### src/hdl/dct_pkg.sv
package dct_pkg;
  // Internal frequency divided by this gives the timed prescaler source
  localparam int unsigned INTERNAL_FREQUENCY_DIV      = 12;
  localparam logic [3:0]  INTERNAL_FREQUENCY_DIV_LAST = 4'(INTERNAL_FREQUENCY_DIV - 1);

  // Register indices; the byte address is four times the index
  localparam logic [7:0]  IDX_PSC  = 8'hd2;
  localparam logic [7:0]  IDX_CNT  = 8'hd3;
  localparam logic [7:0]  IDX_CSR  = 8'hd4;
  localparam logic [11:0] ADDR_PSC = {2'h0, IDX_PSC, 2'h0};
  localparam logic [11:0] ADDR_CNT = {2'h0, IDX_CNT, 2'h0};
  localparam logic [11:0] ADDR_CSR = {2'h0, IDX_CSR, 2'h0};

  // Control/status field positions
  localparam int unsigned ZF_BIT  = 7;
  localparam int unsigned IE_BIT  = 6;
  localparam int unsigned DIR_BIT = 5;
  localparam int unsigned LVL_BIT = 4;
  localparam int unsigned RUN_BIT = 3;
  localparam int unsigned TAP_LSB = 0;
  localparam int unsigned TAP_MSB = 2;

  // Values after reset
  localparam logic [7:0]  CNT_RST = 8'hff;
  localparam logic [6:0]  PSC_RST = 7'h7f;
  localparam logic [7:0]  CSR_RST = 8'h00;

  // AXI4-Lite answers
  localparam logic [1:0]  RESP_OKAY   = 2'h0;
  localparam logic [1:0]  RESP_SLVERR = 2'h2;

  // Pin modes, one-hot
  typedef enum logic [2:0] {
    MODE_EVENT  = 3'b001,
    MODE_GATED  = 3'b010,
    MODE_OUTPUT = 3'b100
  } dct_mode_type;

  // Mode from pin direction and pin level bits
  function automatic dct_mode_type dct_mode_of(input logic dir, input logic lvl);
    if (dir)
      dct_mode_of = MODE_OUTPUT;
    else if (lvl)
      dct_mode_of = MODE_GATED;
    else
      dct_mode_of = MODE_EVENT;
  endfunction : dct_mode_of
endpackage : dct_pkg

### src/hdl/dct_clk_src.sv
`timescale 1ns/1ps
module dct_clk_src
  import dct_pkg::*;
(
  input  wire logic         aclk,
  input  wire logic         aresetn,
  input  wire dct_mode_type mode,
  input  wire logic         pin_i,
  output logic              src_tick
);
  typedef struct packed {
    logic [3:0] div;    // Divide-by-12 phase
    logic       pin_d;  // Pin level one clock ago
  } dct_src_state_type;

  dct_src_state_type s_r;       // Registered state
  dct_src_state_type s_nxt;     // Next state
  logic              div_tick;  // Internal frequency / 12 strobe

  // Divider, pin edge and source select
  always_comb
  begin
    s_nxt       = s_r;
    div_tick    = (s_r.div == INTERNAL_FREQUENCY_DIV_LAST);
    s_nxt.div   = div_tick ? 4'h0 : 4'(s_r.div + 4'h1);
    s_nxt.pin_d = pin_i;
    unique case (mode)
      MODE_EVENT:  src_tick = pin_i & ~s_r.pin_d;  // RQ10
      MODE_GATED:  src_tick = div_tick & pin_i;    // RQ9
      MODE_OUTPUT: src_tick = div_tick;            // RQ11
      default:     src_tick = 1'b0;                // Illegal code: no tick
    endcase
  end

  // State register
  always_ff @(posedge aclk)
  begin
    if (!aresetn)
      s_r <= '{div: 4'h0, pin_d: 1'b1};  // Pin seen high: a pin idling high gives no false edge
    else
      s_r <= s_nxt;
  end

  property p_div_period;
    @(posedge aclk) disable iff (!aresetn) div_tick |-> ##12 div_tick;
  endproperty
  a_div_period: assert property (p_div_period) else $error("div12 period wrong"); // RQ4
endmodule : dct_clk_src

### src/hdl/dct_prescaler.sv
`timescale 1ns/1ps
module dct_prescaler
  import dct_pkg::*;
(
  input  wire logic       aclk,
  input  wire logic       aresetn,
  input  wire logic       run,
  input  wire logic       load,
  input  wire logic [6:0] load_val,
  input  wire logic       tick,
  input  wire logic [2:0] tap,
  output logic [6:0]      value,
  output logic            cnt_tick
);
  typedef struct packed {
    logic [6:0] prescaler_register;  // Prescaler count
  } dct_psc_state_type;

  dct_psc_state_type s_r;    // Registered state
  dct_psc_state_type s_nxt;  // Next state
  logic [6:0]        dec;    // Prescaler minus one

  // Down count, forced load and tap edge
  always_comb
  begin
    s_nxt    = s_r;
    dec      = 7'(s_r.prescaler_register - 7'h01);
    cnt_tick = 1'b0;
    if (!run)
      s_nxt.prescaler_register = PSC_RST;  // RQ6
    else if (load)
      s_nxt.prescaler_register = load_val;  // RQ7
    else if (tick)
    begin
      s_nxt.prescaler_register = dec;  // RQ4
      // Tap bit rising on the borrow is the counter clock edge
      if (tap == 3'h0)
        cnt_tick = 1'b1;  // RQ5
      else
        cnt_tick = ~s_r.prescaler_register[tap - 3'h1] & dec[tap - 3'h1];  // RQ5 RQ19
    end
  end

  assign value = s_r.prescaler_register;

  // State register
  always_ff @(posedge aclk)
  begin
    if (!aresetn)
      s_r.prescaler_register <= PSC_RST;
    else
      s_r <= s_nxt;
  end

  property p_stopped;
    @(posedge aclk) disable iff (!aresetn) !run |=> value == PSC_RST;
  endproperty
  a_stopped: assert property (p_stopped) else $error("prescaler not forced"); // RQ6
endmodule : dct_prescaler

### src/hdl/dct_timer.sv
// Overview of operation
// RQ1: Eight-bit counter decrements on selected prescaler edge.
// RQ2: Reaching zero sets the zero flag.
// RQ3: Zero flag with enable raises wake-capable request.
// RQ4: Prescaler source: internal frequency/12 or pin.
// RQ5: Tap picks prescaler input or prescaler bit.
// RQ6: Run low forces prescaler ones, stops counter.
// RQ7: Running prescaler loadable with 0 to 7Fh.
// RQ8: Direction and level bits pick the mode.
// RQ9: Gated mode counts internal ticks while pin high.
// RQ10: Event mode counts pin rising edges.
// RQ11: Output mode: internal ticks, pin from latch.
// RQ12: Pin latch transparent while zero flag high.
// RQ13: Writing 00h count or bit7 sets flag.
// RQ14: Software clears zero flag when servicing.
// RQ15: Reset: count FFh, prescaler 7Fh, control cleared.
// RQ16: Count write beats simultaneous decrement to zero.
// RQ17: Count and prescaler readable live anytime.
// RQ18: Control layout: flag, enable, dir, level, run, tap.
// RQ19: Tap codes give divide 1 through 128.
// RQ20: Prescaler bit 7 always reads zero.
// RQ21: Counter wraps 00h to FFh and continues.
// RQ22: Flag set on the zero edge, sticky.
`timescale 1ns/1ps
module dct_timer
  import dct_pkg::*;
(
  input  wire logic        aclk,
  input  wire logic        aresetn,
  input  wire logic [11:0] awaddr,
  input  wire logic [2:0]  awprot,
  input  wire logic        awvalid,
  output logic             awready,
  input  wire logic [31:0] wdata,
  input  wire logic [3:0]  wstrb,
  input  wire logic        wvalid,
  output logic             wready,
  output logic [1:0]       bresp,
  output logic             bvalid,
  input  wire logic        bready,
  input  wire logic [11:0] araddr,
  input  wire logic [2:0]  arprot,
  input  wire logic        arvalid,
  output logic             arready,
  output logic [31:0]      rdata,
  output logic [1:0]       rresp,
  output logic             rvalid,
  input  wire logic        rready,
  input  wire logic        timer_pin_i,
  output logic             timer_pin_o,
  output logic             timer_pin_oe_n,
  output logic             timer_irq
);
  typedef struct packed {
    logic        aw_full;  // Write address held
    logic [11:0] aw_addr;  // Held write address
    logic        w_full;   // Write data held
    logic [7:0]  w_data;   // Held write data, low byte
    logic        w_lane0;  // Low byte lane enabled
    logic        bvalid;   // Write answer pending
    logic [1:0]  bresp;    // Write answer code
    logic        rvalid;   // Read answer pending
    logic [7:0]  rdata;    // Read answer data
    logic [1:0]  rresp;    // Read answer code
    logic [7:0]  cnt;      // Count register
    logic [7:0]  csr;      // Timer control/status
    logic        pin_out;  // Output pin latch
  } dct_top_state_type;

  dct_top_state_type s_r;       // Registered state
  dct_top_state_type s_nxt;     // Next state
  dct_mode_type      mode;      // Decoded pin mode
  logic [2:0]        wsel;      // Write target, one-hot
  logic [2:0]        rsel;      // Read target, one-hot
  logic              wr_go;     // Commit held write
  logic              wr_psc;    // Write hits prescaler
  logic              wr_cnt;    // Write hits count
  logic              wr_csr;    // Write hits control
  logic              psc_load;  // Prescaler load while running
  logic              hit_zero;  // Decrement lands on zero
  logic              zf_set;    // Any cause setting the flag
  logic              src_tick;  // Prescaler source strobe
  logic              cnt_tick;  // Counter clock strobe
  logic [6:0]        psc_val;   // Live prescaler value

  // Register decode; the unused protection bits have no effect here
  function automatic logic [2:0] reg_sel(input logic [11:0] a);
    reg_sel = {a == ADDR_CSR, a == ADDR_CNT, a == ADDR_PSC};
  endfunction : reg_sel

  // Prescaler source: divider, gate or pin edge
  dct_clk_src u_src (
    .aclk     (aclk),
    .aresetn  (aresetn),
    .mode     (mode),
    .pin_i    (timer_pin_i),
    .src_tick (src_tick)
  );

  // Seven-bit prescaler with tap select
  dct_prescaler u_psc (
    .aclk     (aclk),
    .aresetn  (aresetn),
    .run      (s_r.csr[RUN_BIT]),
    .load     (psc_load),
    .load_val (s_r.w_data[6:0]),
    .tick     (src_tick),
    .tap      (s_r.csr[TAP_MSB:TAP_LSB]),
    .value    (psc_val),
    .cnt_tick (cnt_tick)
  );

  // Bus handshakes and timer next state
  always_comb
  begin
    s_nxt = s_r;
    mode  = dct_mode_of(s_r.csr[DIR_BIT], s_r.csr[LVL_BIT]);  // RQ8

    // Address and data are taken in either order and held until commit
    if (awvalid && awready)
    begin
      s_nxt.aw_full = 1'b1;
      s_nxt.aw_addr = awaddr;
    end
    if (wvalid && wready)
    begin
      s_nxt.w_full  = 1'b1;
      s_nxt.w_data  = wdata[7:0];
      s_nxt.w_lane0 = wstrb[0];
    end

    // Commit once both are held and no answer is waiting
    wr_go  = s_r.aw_full & s_r.w_full & ~s_r.bvalid;
    wsel   = reg_sel(s_r.aw_addr);
    wr_psc = wr_go & s_r.w_lane0 & wsel[0];
    wr_cnt = wr_go & s_r.w_lane0 & wsel[1];
    wr_csr = wr_go & s_r.w_lane0 & wsel[2];
    // A load while stopped is dropped: the prescaler is held at ones
    psc_load = wr_psc & s_r.csr[RUN_BIT];  // RQ7
    if (wr_go)
    begin
      s_nxt.aw_full = 1'b0;
      s_nxt.w_full  = 1'b0;
      s_nxt.bvalid  = 1'b1;
      s_nxt.bresp   = (wsel != 3'h0) ? RESP_OKAY : RESP_SLVERR;
    end
    else if (s_r.bvalid && bready)
      s_nxt.bvalid = 1'b0;

    // Read: sample the live registers at the address handshake
    rsel = reg_sel(araddr);
    if (arvalid && arready)
    begin
      s_nxt.rvalid = 1'b1;
      s_nxt.rresp  = (rsel != 3'h0) ? RESP_OKAY : RESP_SLVERR;
      unique case (1'b1)
        rsel[0]: s_nxt.rdata = {1'b0, psc_val};  // RQ17 RQ20
        rsel[1]: s_nxt.rdata = s_r.cnt;          // RQ17
        rsel[2]: s_nxt.rdata = s_r.csr;          // RQ18
        default: s_nxt.rdata = 8'h00;            // Unmapped reads zero
      endcase
    end
    else if (s_r.rvalid && rready)
      s_nxt.rvalid = 1'b0;

    // Counter: a software write beats the decrement
    hit_zero = cnt_tick & ~wr_cnt & (s_r.cnt == 8'h01);  // RQ16 RQ22
    if (wr_cnt)
      s_nxt.cnt = s_r.w_data;  // RQ16
    else if (cnt_tick)
      s_nxt.cnt = 8'(s_r.cnt - 8'h01);  // RQ1 RQ21

    // Zero flag: any set cause wins over a clearing write
    zf_set = hit_zero | (wr_cnt & (s_r.w_data == 8'h00))
           | (wr_csr & s_r.w_data[ZF_BIT]);  // RQ2 RQ13
    if (wr_csr)
      s_nxt.csr = s_r.w_data;  // RQ18
    if (zf_set)
      s_nxt.csr[ZF_BIT] = 1'b1;  // RQ22

    // Pin latch follows the level bit while the flag is high
    if (s_nxt.csr[ZF_BIT])
      s_nxt.pin_out = s_nxt.csr[LVL_BIT];  // RQ12
  end

  // Handshake outputs
  assign awready = ~s_r.aw_full;
  assign wready  = ~s_r.w_full;
  assign arready = ~s_r.rvalid;
  assign bvalid  = s_r.bvalid;
  assign bresp   = s_r.bresp;
  assign rvalid  = s_r.rvalid;
  assign rresp   = s_r.rresp;
  assign rdata   = {24'h000000, s_r.rdata};

  // Pin drive only in output mode; enable is active low
  assign timer_pin_o    = s_r.pin_out;  // RQ11
  assign timer_pin_oe_n = ~s_r.csr[DIR_BIT];  // RQ8
  // Level request, needs no clock edge to wake the core
  assign timer_irq = s_r.csr[ZF_BIT] & s_r.csr[IE_BIT];  // RQ3

  // State register
  always_ff @(posedge aclk)
  begin
    if (!aresetn)
    begin
      s_r     <= '0;
      s_r.cnt <= CNT_RST;  // RQ15
      s_r.csr <= CSR_RST;  // RQ15
    end
    else
      s_r <= s_nxt;
  end

  property p_dec;
    @(posedge aclk) disable iff (!aresetn)
      cnt_tick && !wr_cnt |=> s_r.cnt == 8'($past(s_r.cnt) - 8'h01);
  endproperty
  a_dec: assert property (p_dec) else $error("count did not decrement"); // RQ1

  property p_zero_set;
    @(posedge aclk) disable iff (!aresetn)
      hit_zero |=> s_r.csr[ZF_BIT] && s_r.cnt == 8'h00;
  endproperty
  a_zero_set: assert property (p_zero_set) else $error("zero flag not set"); // RQ2

  property p_irq;
    @(posedge aclk) disable iff (!aresetn)
      hit_zero && s_r.csr[IE_BIT] && !wr_csr |=> timer_irq;
  endproperty
  a_irq: assert property (p_irq) else $error("interrupt missing at zero"); // RQ3

  property p_stopped;
    @(posedge aclk) disable iff (!aresetn)
      !s_r.csr[RUN_BIT] |-> !cnt_tick ##1 (psc_val == PSC_RST);
  endproperty
  a_stopped: assert property (p_stopped) else $error("timer ran while stopped"); // RQ6

  property p_psc_load;
    @(posedge aclk) disable iff (!aresetn)
      psc_load |=> psc_val == $past(s_r.w_data[6:0]);
  endproperty
  a_psc_load: assert property (p_psc_load) else $error("prescaler load lost"); // RQ7

  property p_latch_hold;
    @(posedge aclk) disable iff (!aresetn)
      !s_r.csr[ZF_BIT] ##1 !s_r.csr[ZF_BIT] |-> $stable(timer_pin_o);
  endproperty
  a_latch_hold: assert property (p_latch_hold) else $error("pin latch moved"); // RQ12

  property p_sw_zero;
    @(posedge aclk) disable iff (!aresetn)
      wr_cnt && s_r.w_data == 8'h00 |=> s_r.csr[ZF_BIT] && s_r.cnt == 8'h00;
  endproperty
  a_sw_zero: assert property (p_sw_zero) else $error("write 00h left flag low"); // RQ13

  property p_wr_wins;
    @(posedge aclk) disable iff (!aresetn)
      wr_cnt && cnt_tick |=> s_r.cnt == $past(s_r.w_data);
  endproperty
  a_wr_wins: assert property (p_wr_wins) else $error("decrement beat write"); // RQ16

  property p_psc_read;
    @(posedge aclk) disable iff (!aresetn)
      arvalid && arready && rsel[0] |=> rvalid && rdata[7] == 1'b0;
  endproperty
  a_psc_read: assert property (p_psc_read) else $error("prescaler bit 7 read set"); // RQ20

  // Reset loads the start values and leaves the timer stopped
  property p_reset_vals;
    @(posedge aclk)
      !aresetn |=> s_r.cnt == CNT_RST && s_r.csr == CSR_RST && psc_val == PSC_RST;
  endproperty
  a_reset_vals: assert property (p_reset_vals) else $error("reset values wrong"); // RQ15

  // Counter wraps through zero instead of stopping there
  property p_wrap;
    @(posedge aclk) disable iff (!aresetn)
      cnt_tick && !wr_cnt && s_r.cnt == 8'h00 |=> s_r.cnt == 8'hff;
  endproperty
  a_wrap: assert property (p_wrap) else $error("count did not wrap"); // RQ21

  // Control write lands in every bit below the flag
  property p_csr_write;
    @(posedge aclk) disable iff (!aresetn)
      wr_csr |=> s_r.csr[IE_BIT:TAP_LSB] == $past(s_r.w_data[IE_BIT:TAP_LSB]);
  endproperty
  a_csr_write: assert property (p_csr_write) else $error("control write lost"); // RQ18

  // Writing the flag bit high sets the flag
  property p_csr_set;
    @(posedge aclk) disable iff (!aresetn)
      wr_csr && s_r.w_data[ZF_BIT] |=> s_r.csr[ZF_BIT];
  endproperty
  a_csr_set: assert property (p_csr_set) else $error("flag write ignored"); // RQ13

  // Flag stays up until a control write clears it
  property p_sticky;
    @(posedge aclk) disable iff (!aresetn)
      s_r.csr[ZF_BIT] && !wr_csr |=> s_r.csr[ZF_BIT];
  endproperty
  a_sticky: assert property (p_sticky) else $error("flag dropped by itself"); // RQ22

  // A nonzero count write never raises the flag, even on a zero decrement
  property p_no_false_zero;
    @(posedge aclk) disable iff (!aresetn)
      wr_cnt && s_r.w_data != 8'h00 && !s_r.csr[ZF_BIT] |=> !s_r.csr[ZF_BIT];
  endproperty
  a_no_false_zero: assert property (p_no_false_zero) else $error("flag set by write"); // RQ16

  // While the flag is high the pin latch shows the level bit
  property p_pin_follow;
    @(posedge aclk) disable iff (!aresetn)
      s_r.csr[ZF_BIT] |-> timer_pin_o == s_r.csr[LVL_BIT];
  endproperty
  a_pin_follow: assert property (p_pin_follow) else $error("pin latch not open"); // RQ12

  // Gated mode gives no tick while the pin is low
  property p_gate;
    @(posedge aclk) disable iff (!aresetn)
      mode == MODE_GATED && !timer_pin_i |-> !src_tick;
  endproperty
  a_gate: assert property (p_gate) else $error("gated tick with pin low"); // RQ9

  // Count read returns the value at the address handshake
  property p_cnt_read;
    @(posedge aclk) disable iff (!aresetn)
      arvalid && arready && rsel[1] |=> rdata[7:0] == $past(s_r.cnt);
  endproperty
  a_cnt_read: assert property (p_cnt_read) else $error("count read wrong"); // RQ17

  // Event mode ticks only on a low-to-high pin change
  property p_event;
    @(posedge aclk) disable iff (!aresetn)
      mode == MODE_EVENT && src_tick |-> timer_pin_i && !$past(timer_pin_i);
  endproperty
  a_event: assert property (p_event) else $error("event tick without pin edge"); // RQ10

  // Each source tick takes one off a running prescaler unless a load lands in the same cycle
  property p_psc_dec;
    @(posedge aclk) disable iff (!aresetn)
      src_tick && s_r.csr[RUN_BIT] && !psc_load |=> psc_val == 7'($past(psc_val) - 7'h01);
  endproperty
  a_psc_dec: assert property (p_psc_dec) else $error("prescaler missed a tick"); // RQ4

  // Divide by one clocks the counter on every source tick while running and not loading the prescaler
  property p_tap1;
    @(posedge aclk) disable iff (!aresetn)
      s_r.csr[TAP_MSB:TAP_LSB] == 3'h0 && s_r.csr[RUN_BIT] && src_tick && !psc_load
        |-> cnt_tick;
  endproperty
  a_tap1: assert property (p_tap1) else $error("divide by one missed a tick"); // RQ5
endmodule : dct_timer

### config.mk
export PLATFORM = sky130hd
export DESIGN_NAME = dct_timer
export DESIGN_NICKNAME = d
export VERILOG_FILES = /design/src/hdl/dct_pkg.sv /design/src/hdl/dct_clk_src.sv /design/src/hdl/dct_prescaler.sv /design/src/hdl/dct_timer.sv
export SDC_FILE = /design/constraint.sdc
export NUM_CORES = 1
export LEC_CHECK = 0
export BUFFER_PORTS_ARGS = -buffer_cell sky130_fd_sc_hd__buf_4
export CAP_MARGIN = 40
export CORE_MARGIN = 2
export CORE_UTILIZATION = 50
export DETAILED_ROUTE_END_ITERATION = 10
export PLACE_DENSITY = 0.8
export SYNTH_ARGS = -nofsm -noshare
export SYNTH_HDL_FRONTEND = slang
export SYNTH_HIERARCHICAL = 1
export SYNTH_SLANG_ARGS = --single-unit
### constraint.sdc
create_clock -name aclk -period 3.3 [get_ports aclk]
set_clock_uncertainty 0.05 [all_clocks]
set_input_delay 0.165 -clock aclk [delete_from_list [all_inputs] [get_ports aclk]]
set_output_delay 0.165 -clock aclk [all_outputs]
set_load 0.02 [all_outputs]
==> results of run 1 <==
## cell type report
| class | count | area, µm² |
|---|---|---|
| sequential | 64 | 1280 |
| clock buffer | 9 | 124 |
| timing repair buffer | 68 | 520 |
| clock inverter | 7 | 96.3 |
| tap | 80 | 100 |
| fill | 605 | 2680 |
| multi-input combinational | 307 | 1870 |
| inverter | 13 | 48.8 |
## cell families (layout without fill, tap and decap cells)
logic type	count (synthesis)	count (layout)	share of synthesized area, %
DFF	64	64	37.4
buffers and inverters	62	97	10.9
and+or+nand+nor	170	170	26.4
xor gates and xnor gates	14	14	3.58
muxes	28	28	8.21
adders and majority gates	6	6	2.19
other	1	26	0.109
AOI/OAI and AO/OA	63	63	11.2
## worst min-delay path: stages
cell     delay (ps)
buf_4           110
nand2_1          40
a21oi_1          50
## placed cells by master, fill, tap and decap left out, types with 6 or more instances in the layout
cell type | netlist | final
buf_4 | 36 | 64
clkbuf_8 | 0 | 9
nand2_1 | 80 | 80
nor2_1 | 28 | 28
xor2_1 | 9 | 9
a21oi_1 | 28 | 28
nor3_1 | 6 | 6
o21ai_0 | 11 | 11
mux2i_1 | 27 | 27
a2bb2oi_1 | 7 | 7
ha_1 | 6 | 6
conb_1 | 1 | 26
inv_1 | 12 | 12
dfxtp_1 | 64 | 64
## power breakdown
| group | internal (mW) | switching, mW | total, mW |
|---|---|---|---|
| Combinational | 0.0715 | 0.0973 | 0.169 |
| Sequential | 0.796 | 0.0258 | 0.822 |
| Clock | 0.424 | 0.315 | 0.740 |
## worst max-delay path by stage
stage | startpoint | end | slack (ps) | depth (start not counted)
floorplan | s_r[1] | timer_pin_o | 260 | 12
global placement | u_psc/value[0] | s_r[14] | 310 | 11
detailed placement | u_psc/value[0] | s_r[14] | 250 | 11
CTS | u_psc/value[0] | s_r[14] | 220 | 11
global route | s_r[1] | s_r[14] | 30 | 11
finish | u_psc/value[0] | s_r[14] | 200 | 11
## state kept, by name (all words and copies together), names as in the netlist
register,count
rdata,8
u_src/s_r,5
rvalid,1
bresp,1
s_r,39
rresp,1
timer_pin_o,1
u_psc/value,7
bvalid,1
## per-layer routing
| metal | GRT usage (%) | part of all wire, % | routed length, µm | vias up |
|---|---|---|---|---|
| li1 | - | - | - | 1450 |
| met1 | 26.3 | 46 | 3410 | 1305 |
| met2 | 33.9 | 46 | 3380 | 94 |
| met3 | 4.86 | 6.3 | 467 | 16 |
| met4 | 8.38 | 1.7 | 126 | 0 |
| met5 | 0 | 0 | 0 | - |
## per-stage QoR
| stage | utilization, % | cells | total power [mW] |
|---|---|---|---|
| after floorplan | - | 433 | 0.959 |
| after global placement | 56.3 | 528 | 0.997 |
| after detailed placement | 56.3 | 528 | 1.00 |
| after CTS | 60.2 | 548 | 1.74 |
| after global routing | 60.2 | 548 | 1.80 |
| final | 60.2 | 548 | 1.73 |
==> results.md, run 1 <==
* Dominant cell type by area after synthesis: dfxtp_1
* Synthesis-to-finish area growth at 17.9%
* Root Driver: clkbuf_8
* Delay-heaviest family, CP: simple AND/OR/NAND/NOR gates
* Hold Path End: s_r[34]
* Post-DP HPWL at ~5.5 mm
* R2R Setup Slk at 200 ps
* IO buf count at 58
* Worst Hold Class: in2reg
* Syn Area/Cell at between 8 and 9 µm²
* Min-delay src: wdata[2]
* Worst hold path cell count at 3
* Final hold violations at 0
* Worst path buffer plus inverter count at 1
* Largest net degree at the start of global routing at 27
* Proportion of synthesized chip area in sequential cells at 37.4%
* Die ar. at around 0.0075 mm²
* Max Freq at 322 MHz
* CP max stage delay at 520 ps
* Final period util at around 94%
* Worst Setup Slack post-DPL at 252 ps
* Clock latency at the later pin of the worst-skew pair at between 300 and 400 ps
* Layout cell share with drive strength beyond 1 at 19.9%
* LEAKAGE at 1.64 nW
* Final Critical Period at 3100 ps
* Crit path max fanout at 5
* R2R Path End: s_r[14]
* Most common cell in the netlist: nand2_1
* CP required at 3450 ps
* Worst Setup End Kind: flop
* Status: finished clean
* Die width at 86.8 µm
* Setup TNS at 0 ps
* Post-synth top area share at 37.4%
* Worst-Margin Slew at between 700 and 800 ps
* CTS Hold Bufs at 4
* Vias in the first global route at 2753
* Routed wire length at approximately 7.4 mm
* Unrepaired setup endpoints after global routing: false
* Setup slack after layout at 196 ps
* Total CTS buffers at 9
* Crit Path Category: reg2reg
* Largest cells by area after synthesis: dfxtp_1 37%, nand2_1 8.8%, buf_4 7.9%
* Starting Density at 51.0%
* Cells along the critical path: inv_1, ha_1, nor3b_2, xnor2_1, a311oi_1, o31ai_1, a211oi_1, or3b_2, nor4_1, xnor2_1, o211ai_1
* DRC at 0
* Crit path launch type: flop
* Slew headroom at 50.5%
* Post_cts resized at 0
* Critical Path AT at roughly 3300 ps
* FF+latch count, synth at 64
* TritonCTS clock tree: yes
* Number of cell rows at 30
* Fin. max-slew vios at 0
* Gr usage total at 20.8%
* Drt pass-1 iters at 4
* CTS HTree Levels at 3
* Top_reg_cell synth: dfxtp_1
* FF-to-FF path depth at 11
* Top Ports at 118
* Finished layout cell area at 0.00404 mm²
* Clock transition at the registers of the reported paths at 80 ps
* Post-synth ARST share at 0%
* Antenna viol nets, final at 0
* Wire per inst at ~13 µm
* Post-Syn Instances at 408
* Post-synth EDFFs at 0
* Iteration-0 DRC Markers at 145
* Antenna diodes at 0
* Critical Path Most Common Cell: xnor2_1
* Max clock buf depth at 2
* Clock Sinks at 64
* Die Y-Extent at 86.8 µm
* Post-layout nets at 543
* Synth cell count leaders: 80 x nand2_1, 64 x dfxtp_1, 36 x buf_4
* Vias post-DR at 2865
* Synth cell types at 52
* Post-synth design cell area at 0.00343 mm²
* Reg2Reg Launch Point: u_psc/value[0]
* Routed vias/inst at 5.23
* Yosys warning count at 6
* Core ar. at around 0.0067 mm²
* Total global routing overflow at 0
* First-pass GRT wire length at 12.5 mm
* Initial antenna violation count at 0
* GP Congestion at 0.953
* VDD IR max at 246 µV
* Post-CTS setup buffer count at 0
* Total of max-cap violations at 0
* WHS at about 12 ps
* Slowest-stage cell, CP: or3b_2
* Finish-stage setup viols at 0
* PD cells at 428 mW/mm²
* Post-placement cell area at 0.00378 mm²
Note: power is estimated with default switching activity, not from simulation.
==> run 2, diff against run 1 <==
Settings changed: BUFFER_PORTS_ARGS -buffer_cell sky130_fd_sc_hd__buf_4 to not set, CORE_UTILIZATION 50 to 53, DONT_BUFFER_PORTS set to 1, PLACE_DENSITY 0.8 to 0.68.
==> run 2 against run 1 <==
Against the previous run: clock-buffer cell count increased by 2; sequential power up 0.5%; via count is 4.7% lower; fmax is 4.0% higher; critical path type unchanged.
==> results.md, run 2 (synthesis results as in run 1) <==
* Fillers at 551 (was 605)
* Routed vias/inst at 5.34 (was 5.23)
* Delay-heaviest family, CP: compound AO/OA/AOI/OAI gates (was simple AND/OR/NAND/NOR gates)
* Placed insts at 468 (was 528)
* DRC at 0 (unchanged)
* Total of max-cap violations at 0 (unchanged)
* Root Driver: clkbuf_8 (unchanged)
* Largest net degree at the start of global routing at 32 (was 27)
* Min-delay src: aresetn (was wdata[2])
* Drt pass-1 iters at 4 (unchanged)
* Crit Path Category: reg2reg (unchanged)
* Setup crit end: timer_pin_o (was s_r[14])
* Most frequent cells in the layout: 80 x nand2_1, 64 x dfxtp_1, 28 x nor2_1, 28 x a21oi_1, 28 x dlygate4sd3_1 (was 80 x nand2_1, 64 x dfxtp_1, 64 x buf_4)
* Finish-stage setup viols at 0 (unchanged)
* Clock Sinks at 64 (unchanged)
* Core ar. at 0.00631 mm² (was 0.00672 mm²)
* Die Y-Extent at 84.4 µm (was 86.8 µm)
* First-pass GRT wire length at 12.4 mm (was 12.5 mm)
* Number of cell rows at 29 (was 30)
* Die width at 84.4 µm (was 86.8 µm)
* LEAKAGE at 1.46 nW (was 1.64 nW)
* Routed wire length at 7.36 mm (was 7.38 mm)
* Worst path buffer plus inverter count at 1 (unchanged)
* Final Critical Period at 2980 ps (was 3100 ps)
* Setup crit start: u_psc/value[1] (was u_psc/value[0])
* Finished layout cell area at 0.00382 mm² (was 0.00404 mm²)
* Most common cell after layout, fill and taps aside: nand2_1 (unchanged)
* Fin cells at 511 (was 548)
* Post-layout nets at 510 (was 543)
* IO buf count at 0 (was 58)
* CP required at 3490 ps (was 3450 ps)
* Starting Density at 54.3% (was 51.0%)
* Max clock buf depth at 2 (unchanged)
* Total CTS buffers at 9 (unchanged)
* Levels on crit path at 12 (was 11)
* Synthesis-to-finish area growth at 11.5% (was 17.9%)
* Layout cell share with drive strength beyond 1 at 8.06% (was 19.9%)
* Final period util at 90.4% (was 94.1%)
* PD cells at 425 mW/mm² (was 428 mW/mm²)
* Crit path max fanout at 6 (was 5)
* Slew headroom at 49.8% (was 50.5%)
* Worst-Margin Slew at 751 ps (was 742 ps)
* Gr usage total at 21.8% (was 20.8%)
* Final hold violations at 0 (unchanged)
* Top Ports at 118 (unchanged)
* Status: finished clean (unchanged)
* Initial antenna violation count at 0 (unchanged)
* Antenna diodes at 0 (unchanged)
* Iteration-0 DRC Markers at 156 (was 145)
* Antenna viol nets, final at 0 (unchanged)
* CTS HTree Levels at 3 (unchanged)
* GP Congestion at 0.904 (was 0.953)
* Slowest-stage cell, CP: dfxtp_1 (was or3b_2)
* Total global routing overflow at 0 (unchanged)
* Critical Path Most Common Cell: a211oi_2 (was xnor2_1)
* CP max stage delay at 440 ps (was 520 ps)
* Unrepaired setup endpoints after global routing: false (unchanged)
* Vias in the first global route at 2726 (was 2753)
* FF-to-FF path depth at 12 (was 11)
* VDD IR max at 415 µV (was 246 µV)
* Worst Setup End Kind: flop (unchanged)
* Clock latency at the later pin of the worst-skew pair at 350 ps (was 340 ps)
* R2R Setup Slk at 320 ps (was 200 ps)
* Critical Path AT at 3170 ps (was 3260 ps)
* Wire per inst at 14.4 µm (was 13.5 µm)
* Clock transition at the registers of the reported paths at 70 ps (was 80 ps)
* Vias post-DR at 2731 (was 2865)
* Post-placement cell area at 0.00335 mm² (was 0.00378 mm²)
* Setup TNS at 0 ps (unchanged)
* Fin util at 60.5% (was 60.2%)
* TritonCTS clock tree: yes (unchanged)
* Cells along the critical path: inv_1, ha_1, nor3b_2, xnor2_1, a311oi_1, o31ai_1, a211oi_2, nand2_1, or4_1, mux2i_1, a211oi_2, mux2_1 (was inv_1, ha_1, nor3b_2, xnor2_1, a311oi_1, o31ai_1, a211oi_1, or3b_2, nor4_1, xnor2_1, o211ai_1)
* Largest reg by FF count: s_r (unchanged)
* Die ar. at 0.00713 mm² (was 0.00754 mm²)
* Post-DP HPWL at 5.03 mm (was 5.48 mm)
* Setup slack after layout at 316 ps (was 196 ps)
* Crit path launch type: flop (unchanged)
* Max Freq at 335 MHz (was 322 MHz)
* Reg2Reg Launch Point: u_psc/value[1] (was u_psc/value[0])
* Fin. max-slew vios at 0 (unchanged)
* Max reg flops at 39 (unchanged)
* R2R Path End: timer_pin_o (was s_r[14])
* Worst Hold Class: in2reg (unchanged)
* Worst Setup Slack post-DPL at 240 ps (was 252 ps)
-- run 2: worst min-delay path by stage --
stage	endpoint	slack, ps	depth (start not counted)
finish	timer_pin_o	9	2
global route	timer_pin_o	6	2
CTS	timer_pin_o	3	2
detailed placement	s_r[16]	180	1
global placement	s_r[9]	180	1
floorplan	u_src/s_r[0]	190	1
-- run 2: per-stage QoR --
step	hold slack [ps]	power, mW
CTS	2.74	1.63
detailed placement	182	0.951
floorplan	188	0.959
finish	8.95	1.62
global route	6.48	1.68
global placement	180	0.948
-- run 2: report_power, final --
group          internal (mW)  switching, mW  leakage (nW)
Clock                  0.361          0.297        0.0989
Sequential             0.797         0.0291         0.522
Combinational         0.0539         0.0849         0.835
Total                   1.21          0.411          1.46
-- run 2: final cells by class --
class / instances / area, µm² / share of cell area (%)
Clock buffer: 11 / 141 / 3.70
Timing Repair Buffer: 35 / 333 / 8.71
Sequential cell: 64 / 1280 / 33.5
Inverter: 13 / 48.8 / 1.28
Multi-Input combinational cell: 307 / 1880 / 49.1
Clock inverter: 4 / 45.0 / 1.18
Tap cell: 77 / 96.3 / 2.52
-- run 2: per-layer routing --
| layer | vias up | wire, µm | share of wire, % | track usage (%) |
|---|---|---|---|---|
| met5 | - | 0 | 0 | 0 |
| met4 | 0 | 80 | 1.1 | 6.06 |
| met3 | 9 | 533 | 7.2 | 7.47 |
| met2 | 93 | 3380 | 46 | 36.1 |
| met1 | 1248 | 3360 | 46 | 27.1 |
| li1 | 1381 | - | - | - |
-- run 2: what timing repair did --
item                       CTS  global route
setup endpoints to repair    0             4
setup buffers                0             0
gates resized for setup      0             1
hold endpoints to repair    40             0
hold buffers                28             0
